<file path="src/pcss_pkg.sv">
/*
 Constants of the peripheral clock source selectors.
 Assumes a 12-bit byte address on the register bus.
*/
package pcss_pkg;
  localparam int ADDR_W = 12;
  localparam int NUM_BR = 12;
  localparam int SEL_W = 3;
  localparam int SRC_W = 8;
  localparam logic [11:0] OFS_GRP_C = 12'h128;
  localparam logic [11:0] OFS_LP_GRP_A = 12'h140;
  localparam logic [11:0] OFS_HIB_GRP_A = 12'h160;
  localparam logic [11:0] OFS_ADC = 12'h180;
  localparam logic [11:0] OFS_WDOG_ZERO = 12'h200;
  localparam logic [11:0] OFS_WDOG_ONE = 12'h208;
  localparam logic [11:0] OFS_SERIAL = 12'h220;
  localparam logic [11:0] OFS_RTC = 12'h240;
  localparam logic [11:0] OFS_DISPLAY = 12'h250;
  localparam logic [11:0] OFS_VOLT_DAC = 12'h260;
  localparam logic [11:0] OFS_PCNT = 12'h270;
  localparam logic [11:0] OFS_SENSOR = 12'h290;
  localparam logic [11:0] OFS_BUSY = 12'h2a0;
  localparam logic [11:0] BR_OFS [NUM_BR] = '{
    OFS_GRP_C, OFS_LP_GRP_A, OFS_HIB_GRP_A, OFS_ADC,
    OFS_WDOG_ZERO, OFS_WDOG_ONE, OFS_SERIAL, OFS_RTC,
    OFS_DISPLAY, OFS_VOLT_DAC, OFS_PCNT, OFS_SENSOR};
  // Two-bit fields mask off bit 2
  localparam logic [2:0] MASK2 = 3'h3;
  localparam logic [2:0] MASK3 = 3'h7;
  localparam logic [2:0] BR_MASK [NUM_BR] = '{
    MASK3, MASK2, MASK2, MASK2, MASK3, MASK3,
    MASK3, MASK2, MASK2, MASK3, MASK2, MASK2};
  localparam logic [2:0] SEL_RESET = 3'h1;
  localparam logic [2:0] CODE_OFF = 3'h0;
  localparam logic [2:0] CODE_DIV1024 = 3'h4;
  localparam logic [2:0] CODE_LOCK_RT = 3'h5;
  localparam logic [2:0] CODE_PIN = 3'h2;
  localparam logic [1:0] RESP_OKAY = 2'h0;
  localparam logic [1:0] RESP_SLVERR = 2'h2;
  typedef enum logic [1:0] {
    PCSS_FOLLOW, PCSS_DRAIN, PCSS_JOIN
  } pcss_sw_type;
endpackage

</file>
<file path="src/pcss_top.sv">
/*
 Peripheral clock source selectors behind an AXI4-Lite slave.
 Assumes all source clocks arrive as synchronous levels on clk.
*/
// Our own choice: the AXI4-Lite register port.
// How it works
// - Group C selector adds codes 4, 5, 6
// - Low-power group A: 2 bits, reset 1
// - Hibernate group A: same encoding, reset 1
// - Converter: group A, fast RC, lp HF
// - Watchdog zero: 3 bits, code 4 divided bus
// - Watchdog one: same four-way encoding
// - Serial port: code 0 off, four sources
// - System RTC: three low-frequency sources
// - Display driver: three low-frequency sources
// - Voltage DAC: off plus four sources
// - Pulse counter: off, lp group A, pin
// - Sensor HF selector: 2 bits, reset 1
// - Sensor HF: 1 fast RC, 2 lp HF
module pcss_top (
  // Clock and reset
  input wire logic clk,
  input wire logic rst,
  // AXI4-Lite write address and data
  input wire logic [pcss_pkg::ADDR_W-1:0] s_axi_awaddr,
  input wire logic s_axi_awvalid,
  output logic s_axi_awready,
  input wire logic [31:0] s_axi_wdata,
  input wire logic [3:0] s_axi_wstrb,
  input wire logic s_axi_wvalid,
  output logic s_axi_wready,
  // AXI4-Lite write response
  output logic [1:0] s_axi_bresp,
  output logic s_axi_bvalid,
  input wire logic s_axi_bready,
  // AXI4-Lite read
  input wire logic [pcss_pkg::ADDR_W-1:0] s_axi_araddr,
  input wire logic s_axi_arvalid,
  output logic s_axi_arready,
  output logic [31:0] s_axi_rdata,
  output logic [1:0] s_axi_rresp,
  output logic s_axi_rvalid,
  input wire logic s_axi_rready,
  // Source clocks
  input wire logic hf_rc_locked_osc,
  input wire logic hf_crystal_osc,
  input wire logic fast_startup_rc_osc,
  input wire logic lowpower_hf_rc_osc,
  input wire logic hf_rc_locked_retimed,
  input wire logic hf_crystal_retimed,
  input wire logic low_freq_rc_osc,
  input wire logic low_freq_xtal_osc,
  input wire logic ultra_low_freq_rc_osc,
  input wire logic bus_clock_div_by_1024,
  input wire logic active_group_a_clk,
  input wire logic counter_input_pin_zero,
  // Branch clocks
  output logic active_group_c_clk,
  output logic lowpower_group_a_clk,
  output logic hibernate_group_a_clk,
  output logic converter_clk,
  output logic watchdog_zero_clk,
  output logic watchdog_one_clk,
  output logic serial_port_clk,
  output logic system_rtc_zero_clk,
  output logic display_driver_clk,
  output logic voltage_dac_clk,
  output logic pulse_counter_clk,
  output logic sensor_if_hf_clk
);
  localparam int NB = pcss_pkg::NUM_BR;
  localparam logic [3:0] IDX_BUSY = 4'hc;
  localparam logic [3:0] IDX_NONE = 4'hd;

  logic [2:0] sel_r [NB];
  logic [2:0] sel_nxt [NB];
  logic [NB-1:0] br_clk;
  logic [NB-1:0] br_busy;
  logic [7:0] br_src [NB];
  logic [11:0] awaddr_r, awaddr_nxt;
  logic [31:0] wdata_r, wdata_nxt;
  logic [3:0] wstrb_r, wstrb_nxt;
  logic aw_got_r, aw_got_nxt, w_got_r, w_got_nxt;
  logic awready_r, awready_nxt, wready_r, wready_nxt;
  logic bvalid_r, bvalid_nxt, arready_r, arready_nxt;
  logic rvalid_r, rvalid_nxt;
  logic [1:0] bresp_r, bresp_nxt, rresp_r, rresp_nxt;
  logic [31:0] rdata_r, rdata_nxt;
  logic [3:0] widx, ridx;

  function automatic logic [3:0] decode(input logic [11:0] a);
    logic [3:0] r;
    r = IDX_NONE;
    for (int i = 0; i < NB; i++)
      if (a[11:2] == pcss_pkg::BR_OFS[i][11:2])
        r = 4'(i);
    if (a[11:2] == pcss_pkg::OFS_BUSY[11:2])
      r = IDX_BUSY;
    return r;
  endfunction

  // Source vectors, bit position equals select code
  always_comb
  begin
    br_src[0] = {1'b0, hf_crystal_retimed, hf_rc_locked_retimed,
      lowpower_hf_rc_osc, fast_startup_rc_osc, hf_crystal_osc,
      hf_rc_locked_osc, 1'b0};
    br_src[1] = {4'h0, ultra_low_freq_rc_osc, low_freq_xtal_osc,
      low_freq_rc_osc, 1'b0};
    br_src[2] = br_src[1];
    br_src[3] = {4'h0, lowpower_hf_rc_osc, fast_startup_rc_osc,
      active_group_a_clk, 1'b0};
    br_src[4] = {3'h0, bus_clock_div_by_1024,
      ultra_low_freq_rc_osc, low_freq_xtal_osc,
      low_freq_rc_osc, 1'b0};
    br_src[5] = br_src[4];
    br_src[6] = {3'h0, low_freq_xtal_osc, low_freq_rc_osc,
      lowpower_hf_rc_osc, br_clk[0], 1'b0};
    br_src[7] = br_src[1];
    br_src[8] = br_src[1];
    br_src[9] = {3'h0, lowpower_hf_rc_osc, fast_startup_rc_osc,
      br_clk[1], active_group_a_clk, 1'b0};
    br_src[10] = {5'h0, counter_input_pin_zero, br_clk[1],
      1'b0};
    br_src[11] = {5'h0, lowpower_hf_rc_osc,
      fast_startup_rc_osc, 1'b0};
  end

  generate
    for (genvar g = 0; g < NB; g++)
    begin : gen_branch
      pcss_switch u_switch (
        .clk(clk),
        .rst(rst),
        .src(br_src[g]),
        .sel(sel_r[g]),
        .clk_out(br_clk[g]),
        .busy(br_busy[g])
      );
    end
  endgenerate

  assign widx = decode(awaddr_r);
  assign ridx = decode(s_axi_araddr);

  always_comb
  begin
    sel_nxt = sel_r;
    awaddr_nxt = awaddr_r;
    wdata_nxt = wdata_r;
    wstrb_nxt = wstrb_r;
    aw_got_nxt = aw_got_r;
    w_got_nxt = w_got_r;
    awready_nxt = awready_r;
    wready_nxt = wready_r;
    bvalid_nxt = bvalid_r;
    bresp_nxt = bresp_r;
    arready_nxt = arready_r;
    rvalid_nxt = rvalid_r;
    rresp_nxt = rresp_r;
    rdata_nxt = rdata_r;
    if (s_axi_awvalid && awready_r)
    begin
      awaddr_nxt = s_axi_awaddr;
      aw_got_nxt = 1'b1;
      awready_nxt = 1'b0;
    end
    if (s_axi_wvalid && wready_r)
    begin
      wdata_nxt = s_axi_wdata;
      wstrb_nxt = s_axi_wstrb;
      w_got_nxt = 1'b1;
      wready_nxt = 1'b0;
    end
    if (aw_got_r && w_got_r && !bvalid_r)
    begin
      aw_got_nxt = 1'b0;
      w_got_nxt = 1'b0;
      bvalid_nxt = 1'b1;
      bresp_nxt = pcss_pkg::RESP_OKAY;
      if (widx == IDX_NONE)
        bresp_nxt = pcss_pkg::RESP_SLVERR;
      else if (widx != IDX_BUSY && wstrb_r[0])
        sel_nxt[widx] = wdata_r[2:0] &
          pcss_pkg::BR_MASK[widx];
    end
    if (bvalid_r && s_axi_bready)
    begin
      bvalid_nxt = 1'b0;
      awready_nxt = 1'b1;
      wready_nxt = 1'b1;
    end
    if (s_axi_arvalid && arready_r)
    begin
      arready_nxt = 1'b0;
      rvalid_nxt = 1'b1;
      rresp_nxt = pcss_pkg::RESP_OKAY;
      rdata_nxt = 32'h0;
      if (ridx == IDX_NONE)
        rresp_nxt = pcss_pkg::RESP_SLVERR;
      else if (ridx == IDX_BUSY)
        rdata_nxt[NB-1:0] = br_busy;
      else
        rdata_nxt[2:0] = sel_r[ridx];
    end
    if (rvalid_r && s_axi_rready)
    begin
      rvalid_nxt = 1'b0;
      arready_nxt = 1'b1;
    end
  end

  always_ff @(posedge clk)
  begin
    if (rst)
    begin
      for (int i = 0; i < NB; i++)
        sel_r[i] <= pcss_pkg::SEL_RESET;
      awaddr_r <= 12'h0;
      wdata_r <= 32'h0;
      wstrb_r <= 4'h0;
      aw_got_r <= 1'b0;
      w_got_r <= 1'b0;
      awready_r <= 1'b1;
      wready_r <= 1'b1;
      bvalid_r <= 1'b0;
      bresp_r <= 2'h0;
      arready_r <= 1'b1;
      rvalid_r <= 1'b0;
      rresp_r <= 2'h0;
      rdata_r <= 32'h0;
    end
    else
    begin
      sel_r <= sel_nxt;
      awaddr_r <= awaddr_nxt;
      wdata_r <= wdata_nxt;
      wstrb_r <= wstrb_nxt;
      aw_got_r <= aw_got_nxt;
      w_got_r <= w_got_nxt;
      awready_r <= awready_nxt;
      wready_r <= wready_nxt;
      bvalid_r <= bvalid_nxt;
      bresp_r <= bresp_nxt;
      arready_r <= arready_nxt;
      rvalid_r <= rvalid_nxt;
      rresp_r <= rresp_nxt;
      rdata_r <= rdata_nxt;
    end
  end

  assign s_axi_awready = awready_r;
  assign s_axi_wready = wready_r;
  assign s_axi_bvalid = bvalid_r;
  assign s_axi_bresp = bresp_r;
  assign s_axi_arready = arready_r;
  assign s_axi_rvalid = rvalid_r;
  assign s_axi_rresp = rresp_r;
  assign s_axi_rdata = rdata_r;
  assign active_group_c_clk = br_clk[0];
  assign lowpower_group_a_clk = br_clk[1];
  assign hibernate_group_a_clk = br_clk[2];
  assign converter_clk = br_clk[3];
  assign watchdog_zero_clk = br_clk[4];
  assign watchdog_one_clk = br_clk[5];
  assign serial_port_clk = br_clk[6];
  assign system_rtc_zero_clk = br_clk[7];
  assign display_driver_clk = br_clk[8];
  assign voltage_dac_clk = br_clk[9];
  assign pulse_counter_clk = br_clk[10];
  assign sensor_if_hf_clk = br_clk[11];

  chk_reset_value: assert property (
    @(posedge clk)
    rst |=> sel_r[11] == pcss_pkg::SEL_RESET &&
      sel_r[1] == pcss_pkg::SEL_RESET)
    else $error("selector not at reset code");

  chk_two_bit_field: assert property (
    @(posedge clk) disable iff (rst)
    !sel_r[10][2] && !sel_r[2][2] && !sel_r[7][2])
    else $error("two-bit selector holds bit 2");

  chk_write_lands: assert property (
    @(posedge clk) disable iff (rst)
    (aw_got_r && w_got_r && !bvalid_r && wstrb_r[0] &&
      widx == 4'h4)
    |=> sel_r[4] == $past(wdata_r[2:0]) && bvalid_r)
    else $error("watchdog zero selector write lost");

  chk_read_answer: assert property (
    @(posedge clk) disable iff (rst)
    (s_axi_arvalid && arready_r && ridx == 4'h1)
    |=> rvalid_r && rdata_r == {29'h0, $past(sel_r[1])})
    else $error("read answer wrong");

  chk_group_c_retimed: assert property (
    @(posedge clk) disable iff (rst)
    (!br_busy[0] && sel_r[0] == pcss_pkg::CODE_LOCK_RT &&
      $past(sel_r[0]) == pcss_pkg::CODE_LOCK_RT)
    |=> br_clk[0] == $past(hf_rc_locked_retimed))
    else $error("group C not on retimed source");

  chk_wdog_one_div: assert property (
    @(posedge clk) disable iff (rst)
    (!br_busy[5] && sel_r[5] == pcss_pkg::CODE_DIV1024 &&
      $past(sel_r[5]) == pcss_pkg::CODE_DIV1024)
    |=> br_clk[5] == $past(bus_clock_div_by_1024))
    else $error("watchdog one not on divided bus clock");

  chk_counter_pin: assert property (
    @(posedge clk) disable iff (rst)
    (!br_busy[10] && sel_r[10] == pcss_pkg::CODE_PIN &&
      $past(sel_r[10]) == pcss_pkg::CODE_PIN)
    |=> br_clk[10] == $past(counter_input_pin_zero))
    else $error("pulse counter not on input pin");

  chk_serial_gated: assert property (
    @(posedge clk) disable iff (rst)
    (!br_busy[6] && sel_r[6] == pcss_pkg::CODE_OFF &&
      $past(sel_r[6]) == pcss_pkg::CODE_OFF)
    |=> !br_clk[6])
    else $error("serial clock runs while gated off");
endmodule // pcss_top

</file>
<file path="src/pcss_switch.sv">
/*
 Glitch-free source switch for one clock branch.
 Assumes source levels are synchronous samples on clk.
*/
module pcss_switch (
  // Clock and reset
  input wire logic clk,
  input wire logic rst,
  // Sources indexed by code, select code
  input wire logic [pcss_pkg::SRC_W-1:0] src,
  input wire logic [pcss_pkg::SEL_W-1:0] sel,
  // Branch clock and switch in progress
  output logic clk_out,
  output logic busy
);
  pcss_pkg::pcss_sw_type state_r, state_nxt;
  logic [pcss_pkg::SEL_W-1:0] cur_r, cur_nxt;
  logic out_r, out_nxt;

  always_comb
  begin
    state_nxt = state_r;
    cur_nxt = cur_r;
    out_nxt = out_r;
    case (state_r)
      pcss_pkg::PCSS_FOLLOW:
      begin
        out_nxt = src[cur_r];
        if (sel != cur_r)
          state_nxt = pcss_pkg::PCSS_DRAIN;
      end
      // Let the old source fall, never cut a high phase
      pcss_pkg::PCSS_DRAIN:
      begin
        out_nxt = out_r & src[cur_r];
        if (!out_r)
        begin
          cur_nxt = sel;
          state_nxt = pcss_pkg::PCSS_JOIN;
        end
      end
      // Join the new source only in its low phase
      pcss_pkg::PCSS_JOIN:
      begin
        out_nxt = 1'b0;
        cur_nxt = sel;
        if (sel == cur_r && !src[cur_r])
          state_nxt = pcss_pkg::PCSS_FOLLOW;
      end
      default:
      begin
        out_nxt = 1'b0;
        state_nxt = pcss_pkg::PCSS_JOIN;
      end
    endcase
  end

  always_ff @(posedge clk)
  begin
    if (rst)
    begin
      state_r <= pcss_pkg::PCSS_JOIN;
      cur_r <= pcss_pkg::SEL_RESET;
      out_r <= 1'b0;
    end
    else
    begin
      state_r <= state_nxt;
      cur_r <= cur_nxt;
      out_r <= out_nxt;
    end
  end

  assign clk_out = out_r;
  assign busy = (state_r != pcss_pkg::PCSS_FOLLOW);

  chk_rise_in_follow: assert property (
    @(posedge clk) disable iff (rst)
    $rose(out_r) |-> $past(state_r) == pcss_pkg::PCSS_FOLLOW)
    else $error("branch clock rose outside follow state");

  chk_join_held_low: assert property (
    @(posedge clk) disable iff (rst)
    (state_r == pcss_pkg::PCSS_JOIN) |=> !out_r)
    else $error("branch clock high while joining");
endmodule // pcss_switch

</file>
<file path="config.mk">
export PLATFORM = sky130hd
export DESIGN_NAME = pcss_top
export DESIGN_NICKNAME = d
export VERILOG_FILES = /design/src/pcss_pkg.sv /design/src/pcss_top.sv /design/src/pcss_switch.sv
export SDC_FILE = /design/constraint.sdc
export NUM_CORES = 1
export LEC_CHECK = 0
export BUFFER_PORTS_ARGS = -buffer_cell sky130_fd_sc_hd__buf_2
export CAP_MARGIN = 20
export CORE_MARGIN = 2
export CORE_UTILIZATION = 60
export DETAILED_ROUTE_END_ITERATION = 8
export GPL_ROUTABILITY_DRIVEN = 0
export PLACE_DENSITY = 0.86
export SETUP_SLACK_MARGIN = 0.1
export SLEW_MARGIN = 20
export SYNTH_ARGS = -nofsm -noshare
export SYNTH_HDL_FRONTEND = slang
export SYNTH_SLANG_ARGS = --single-unit
</file>
<file path="constraint.sdc">
create_clock -name clk -period 6.1 [get_ports clk]
set_input_delay 0.61 -clock clk [delete_from_list [all_inputs] [get_ports clk]]
set_output_delay 0.61 -clock clk [all_outputs]
set_load 0.02 [all_outputs]
</file>
* After elaboration in Yosys (flattened, before gate mapping) *
Memories as Yosys holds them, arrays and structs flattened.
Cells that the tools add are included.

storage, ports and cells
  bits in registers = 147
  ROM bits = 48
  bits of input ports = 79
  output and inout port bits = 53
  logic and storage cells = 452
  memories kept = 1

memory list
  name             depth  width  rd ports  clocked after memory_dff  wr ports  line             source
  (no name shown)  16     3      1         0                         0         pcss_top.sv:185  pcss_pkg::BR_MASK[widx];

cells by class
  $lt $le $gt $ge = 15
  equality and inequality tests = 114
  mux-type cells = 147
  bitwise operators = 16
  reductions and logical operators = 98

operator list
  cell                                                   count
  == test 10 x 8 -> 1 bit, second input constant         18
  two-way mux 4 bit                                      26
  == test 10 x 7 -> 1 bit, second input constant         8
  two-way mux 2 bit                                      38
  case mux 2 bit (3 select lines)                        12
  case mux 3 bit (2 select lines)                        12
  two-way mux 3 bit                                      18
  < comparator 3 x 4 -> 1 bit, second input constant     12
  inequality test 2 x 1 -> 1 bit, second input constant  24
  nonzero test 2 bit                                     24
  AND reduction 3 bit                                    13
  binary-select mux 1 bit (select 3 bit)                 12
  bitwise mux 36 bit                                     1
  == test 3 bit                                          12
  inequality test 3 bit                                  12
  == test 2 x 1 -> 1 bit, second input constant          12
  == test 2 bit, second input constant                   12
  logical NOT 2 bit                                      12
  inequality test 2 bit, second input constant           12
  case mux 1 bit (2 select lines)                        12
  AND reduction 2 bit                                    12
  logical AND 1 bit                                      21
  logical NOT 1 bit                                      13
  AND 1 bit                                              12
  other kinds (13)                                       30

* Depth between registers and ports, before layout *
  depth in word-level cells = 20
  depth in mapped cells = 9
  mapped depth without buffers = 7

* Modules after synthesis *
From an unflattened synthesis, not the netlist that was laid out.

unflattened totals
  cells, all modules = 854
  area total of the unflattened synthesis = 7764.9 µm²

by module, submodules not included
  module       instances  cells each  area each (µm²)  seq. area each (µm²)
  pcss_switch  12         34          332.8            120.1
  pcss_top     1          446         3771.1           1421.4

* Worst setup path after synthesis *
Ideal clock, no wire load.

  kind = input-to-reg
  from = in s_axi_araddr[11] in the netlist's numbering
  to = reg rdata_r[0], in the netlist s_axi_rdata[0]
  setup time = 84 ps
  arrival time = 2759 ps
  data required time = 6016 ps
  slack = 3257 ps
  stages = 8
  buffers on the path = 1
  cells stage by stage = or4_4 buf_6 or4_4 and2_4 mux2i_1 a221o_1 a31o_2 o31ai_2

between the ends
  word-level cells in the longest chain between the ends = 20
  elaborated cells between the ends (all ways) = 34
  those cells by class = eq/ne (15); mux (18); bitwise (1)

ends and longest elaborated chain
  element                                                line             source
  start, declared                                        pcss_top.sv:37   input wire logic [pcss_pkg::ADDR_W-1:0] s_axi_araddr,
  == test 10 x 7 -> 1 bit                                pcss_top.sv:95   if (a[11:2] == pcss_pkg::BR_OFS[i][11:2])
  two-way mux 4 bit (12 in series)                       pcss_top.sv:95
  two-way mux 4 bit (*)                                  pcss_top.sv:97   if (a[11:2] == pcss_pkg::OFS_BUSY[11:2])
  inverter 4 -> 5 bit (not written as such)              pcss_top.sv:204  rdata_nxt[2:0] = sel_r[ridx];
  binary-select mux 3 bit (select 4 bit)                 pcss_top.sv:204
  two-way mux 3 bit (not written as such) (2 in series)  pcss_top.sv:204
  two-way mux 3 bit                                      pcss_top.sv:201  else if (ridx == IDX_BUSY)
  two-way mux 12 bit (*)                                 pcss_top.sv:199  if (ridx == IDX_NONE)
  end signal, assigned                                   pcss_top.sv:248  rdata_r <= rdata_nxt;
  end, declared                                          pcss_top.sv:88   logic [31:0] rdata_r, rdata_nxt;

Every way passes the cells marked *; elsewhere a longest branch is shown, timed or not. The select of a mux whose other input is x is not followed.
A chain may end at the register's enable or synchronous reset.

* Worst setup path in the final report *
  from = in s_axi_araddr[11] in the netlist's numbering
  to = reg rdata_r[1], in the netlist s_axi_rdata[1]

The elaborated chain is that of the path after synthesis.

==> metrics.md <==
| Metric | Value |
|---|---|
| Pleak | between 3 and 4 nW |
| Area Overhead vs Synth | 14.3% |
| Post-synthesis sequential area ratio | 0.401 |
| RR Startpoint | awaddr_r[4]$_SDFFE_PP0P_ |
| GRT Total Usage | 0.270 |
| Clock skew | slightly below 0.006 ns |
| Post-Layout Cell Count | roughly 1,000 |
| Post-Route WL | about 17 mm |
| Routed vias/inst | about 6.0 |
| RSZ-0062 raised after global routing | no |
| Reg clk slew, reported paths | ~0.060 ns |
| Clock root buffer | clkbuf_16 |
| Worst Path Buf+Inv | 2 |
| Setup Fix Bufs, Post-CTS | 0 |
| IO Pins | ~130 |
| First-pass GRT wire length | roughly 28 mm |
| Synth unique cells | 75 |
| Critical path class | input port to register |
| IO buf count | 73 |
| Slew @ Worst Pin | about 1.1 ns |
| Number of core rows | 39 |
| Die height | roughly 110 um |
| Die width | 113 um |
| Placed cell area | around 7500 sq um |
| Antenna Cells | 0 |
| Syn avg cell area | around 8.5 sq um |
| Core box area | around 12,000 sq um |
| Most frequent cells in the layout | dfxtp_1, nand2_1, buf_2 |
| Met1 usage in global routing | 0.345 |
| Mapped cell area | just over 7000 sq um |
| Rel. slew slack | 0.291 |
| Initial drt markers | about 560 |
| Final setup vio count | 0 |
| Hold Path End | s_axi_awready$_SDFFE_PP1P_ |
| Primary FF master, synth | dfxtp_1 |
| VDD IR max | about 0.22 mV |
| CP required | approximately 6.4 ns |
| Hold path cells | 2 |
| DP Wirelength | about 11 mm |
| Nets | between 900 and 1,000 |
| Maximum clock rate | about 330 MHz |
| Hold_buf cts | 0 |
| Sink Count | 143 |
| Initial antenna violation count | 0 |
| FF-to-FF path depth | 6 |
| Hold Fails Final Rpt | 0 |
| Hold Path Class | input port to register |
| Global route hottest layer | met2 |
| Worst skew pair latency | ~0.43 ns |
| Crit path DAT | approximately 3.4 ns |
| Placed Cells | between 1,000 and 1,500 |
| Setup crit end kind | register |
| Startpoint class of the critical path | input port |
| Final cycle utilization of the critical path | 0.495 |
| Vias in the first global route | 5,766 |
| GR Overflow Total | 0 |
| Share of cells above drive strength 1 | 0.149 |
| CP max FO | 8 |
| #FFs+latches synth | between 100 and 150 |
| Failing checks | DRC |
| Setup TNS | 0 ns |
| Wire per inst | between 15 and 20 um |
| CP max stage cell | nor4_2 |
| Max-slew violation count | 0 |
| YS warnings | 0 |
| CTS Buffer Depth | 2 |
| Hold Path Origin | s_axi_awvalid |
| Largest net degree at the start of global routing | between 40 and 50 |
| Post-synth EDFFs | 0 |
| Worst reg2reg path endpoint | sel_r[13]$_SDFFE_PP0P_ |
| Grt met3 use | 0.0530 |
| Worst R2R Setup Slack | approximately 3.4 ns |
| Crit-path cells | buf_2 > or4_4 > nor4_2 > buf_4 > nor2_2 > a41oi_1 > nand2_1 > o31ai_1 |
| Die area | around 13,000 sq um |
| Starting Density | 0.620 |
| Post_cts resized | 0 |
| Num CTS Buffers | 17 |
| Pwr/cell area | 289 nW/um^2 |
| H-Tree Depth | 4 |
| Via count | around 6,300 |
| Drt drc | 7 |
| DRT Pass-1 Iters | 8 |
| TritonCTS clock tree | yes |
| Commonest non-fill, non-tap cell in the layout | dfxtp_1 |
| Run status | finished, violations left |
| Met2 Use GR | 0.441 |
| Post-route ant nets | 0 |
| Max incr delay on CP | 0.92 ns |
| Fin area | between 8000 and 9000 sq um |
| Maxcap violations | 0 |
| Ys async rst share | 0 |
| Minimum clock period | a little over 3 ns |
| Top delay family on crit path | simple AND/OR/NAND/NOR gates |
| Gate Count Post-Synth | around 840 |
how the worst max path moves through the flow:
stage                                 from  cells after the start                     endpoint
final                     s_axi_araddr[11]                      8  s_axi_rdata[1]$_SDFFE_PP0P_
after floorplan           s_axi_araddr[11]                      8  s_axi_rdata[0]$_SDFFE_PP0P_
after global placement    s_axi_araddr[11]                      8  s_axi_rdata[0]$_SDFFE_PP0P_
after CTS                 s_axi_araddr[11]                      8  s_axi_rdata[0]$_SDFFE_PP0P_
after detailed placement  s_axi_araddr[11]                      8  s_axi_rdata[1]$_SDFFE_PP0P_
after global routing      s_axi_araddr[11]                      8  s_axi_rdata[1]$_SDFFE_PP0P_
kinds of logic (layout without fill, tap and decap cells):
group                  count (synthesis)  in the layout  synth area share
AO/OA/AOI/OAI                        182            182             0.167
XOR/XNOR                              39             39            0.0478
buffers and inverters                 79            128            0.0574
flip-flops                           143            143             0.401
multiplexers                          69             69            0.0997
other                                  1             22          0.000525
AND/OR/NAND/NOR                      323            323             0.227
area by class of cell:
cell class	instances	area (sq um)
Inverter	20	75.1
Sequential cell	143	2860
Clock inverter	10	231
Tap cell	143	179
Clock buffer	21	470
Fill cell	893	3350
Timing Repair Buffer	77	395
Multi-Input combinational cell	635	3950
sequential cells by signal (all words and copies together), names as in the netlist:
signal	flops
aw_got_r	1
awaddr_r	10
gen_branch.u_switch.clk_out	12
gen_branch.u_switch.cur_r	36
gen_branch.u_switch.state_r	24
s_axi_arready	1
s_axi_awready	1
s_axi_bresp	1
s_axi_bvalid	1
s_axi_rdata	12
s_axi_rresp	1
s_axi_rvalid	1
s_axi_wready	1
sel_r	36
w_got_r	1
wdata_r	3
wstrb_r	1
metal layers:
layer,routed length (um),part of all wire
met1,7140,0.42
met2,7990,0.47
met3,1290,0.076
met4,564,0.033
met5,0,0
cells in the mapped netlist, types with 4 or more instances:
master / count / area share
xor2_1: 13 / 0.016
a211oi_1: 18 / 0.019
nand2_1: 106 / 0.056
buf_1: 4 / 0.0021
o21ai_1: 6 / 0.0042
nor2b_1: 7 / 0.0061
inv_1: 19 / 0.010
buf_4: 23 / 0.024
clkbuf_1: 25 / 0.013
o21ai_0: 33 / 0.023
or3b_2: 4 / 0.0049
nand3b_1: 11 / 0.012
o211ai_1: 17 / 0.018
nor3b_1: 8 / 0.0084
xnor2_1: 26 / 0.032
buf_2: 4 / 0.0028
dfxtp_1: 143 / 0.40
nand3_1: 28 / 0.020
a21o_1: 5 / 0.0053
nor4_1: 6 / 0.0053
a21boi_0: 5 / 0.0053
mux2_2: 7 / 0.011
nor2_1: 70 / 0.037
a21oi_1: 47 / 0.033
nand4b_1: 4 / 0.0049
mux2i_1: 61 / 0.085
nor3_1: 14 / 0.0098
o21bai_1: 4 / 0.0042
and3_1: 5 / 0.0044
nand2b_1: 27 / 0.024
and2_1: 6 / 0.0053
o22ai_1: 5 / 0.0044
o21a_1: 11 / 0.012
stage by stage:
stage | utilization | worst slack [ns] | total power [mW] | hold slack [ns]
after floorplan | - | 3.26 | 1.11 | 0.433
after global placement | 0.648 | 2.80 | 1.15 | 0.438
after detailed placement | 0.648 | 2.76 | 1.15 | 0.444
after CTS | 0.709 | 3.17 | 2.37 | 0.375
after global routing | 0.709 | 3.00 | 2.43 | 0.406
final | 0.709 | 3.08 | 2.36 | 0.378
report_power, final:
group          switching (mW)  total (mW)  internal [mW]
Combinational           0.104       0.161         0.0564
Sequential             0.0223       0.975          0.953
Clock                   0.384        1.22          0.838
No activity file was read; power rests on OpenSTA's default activity.
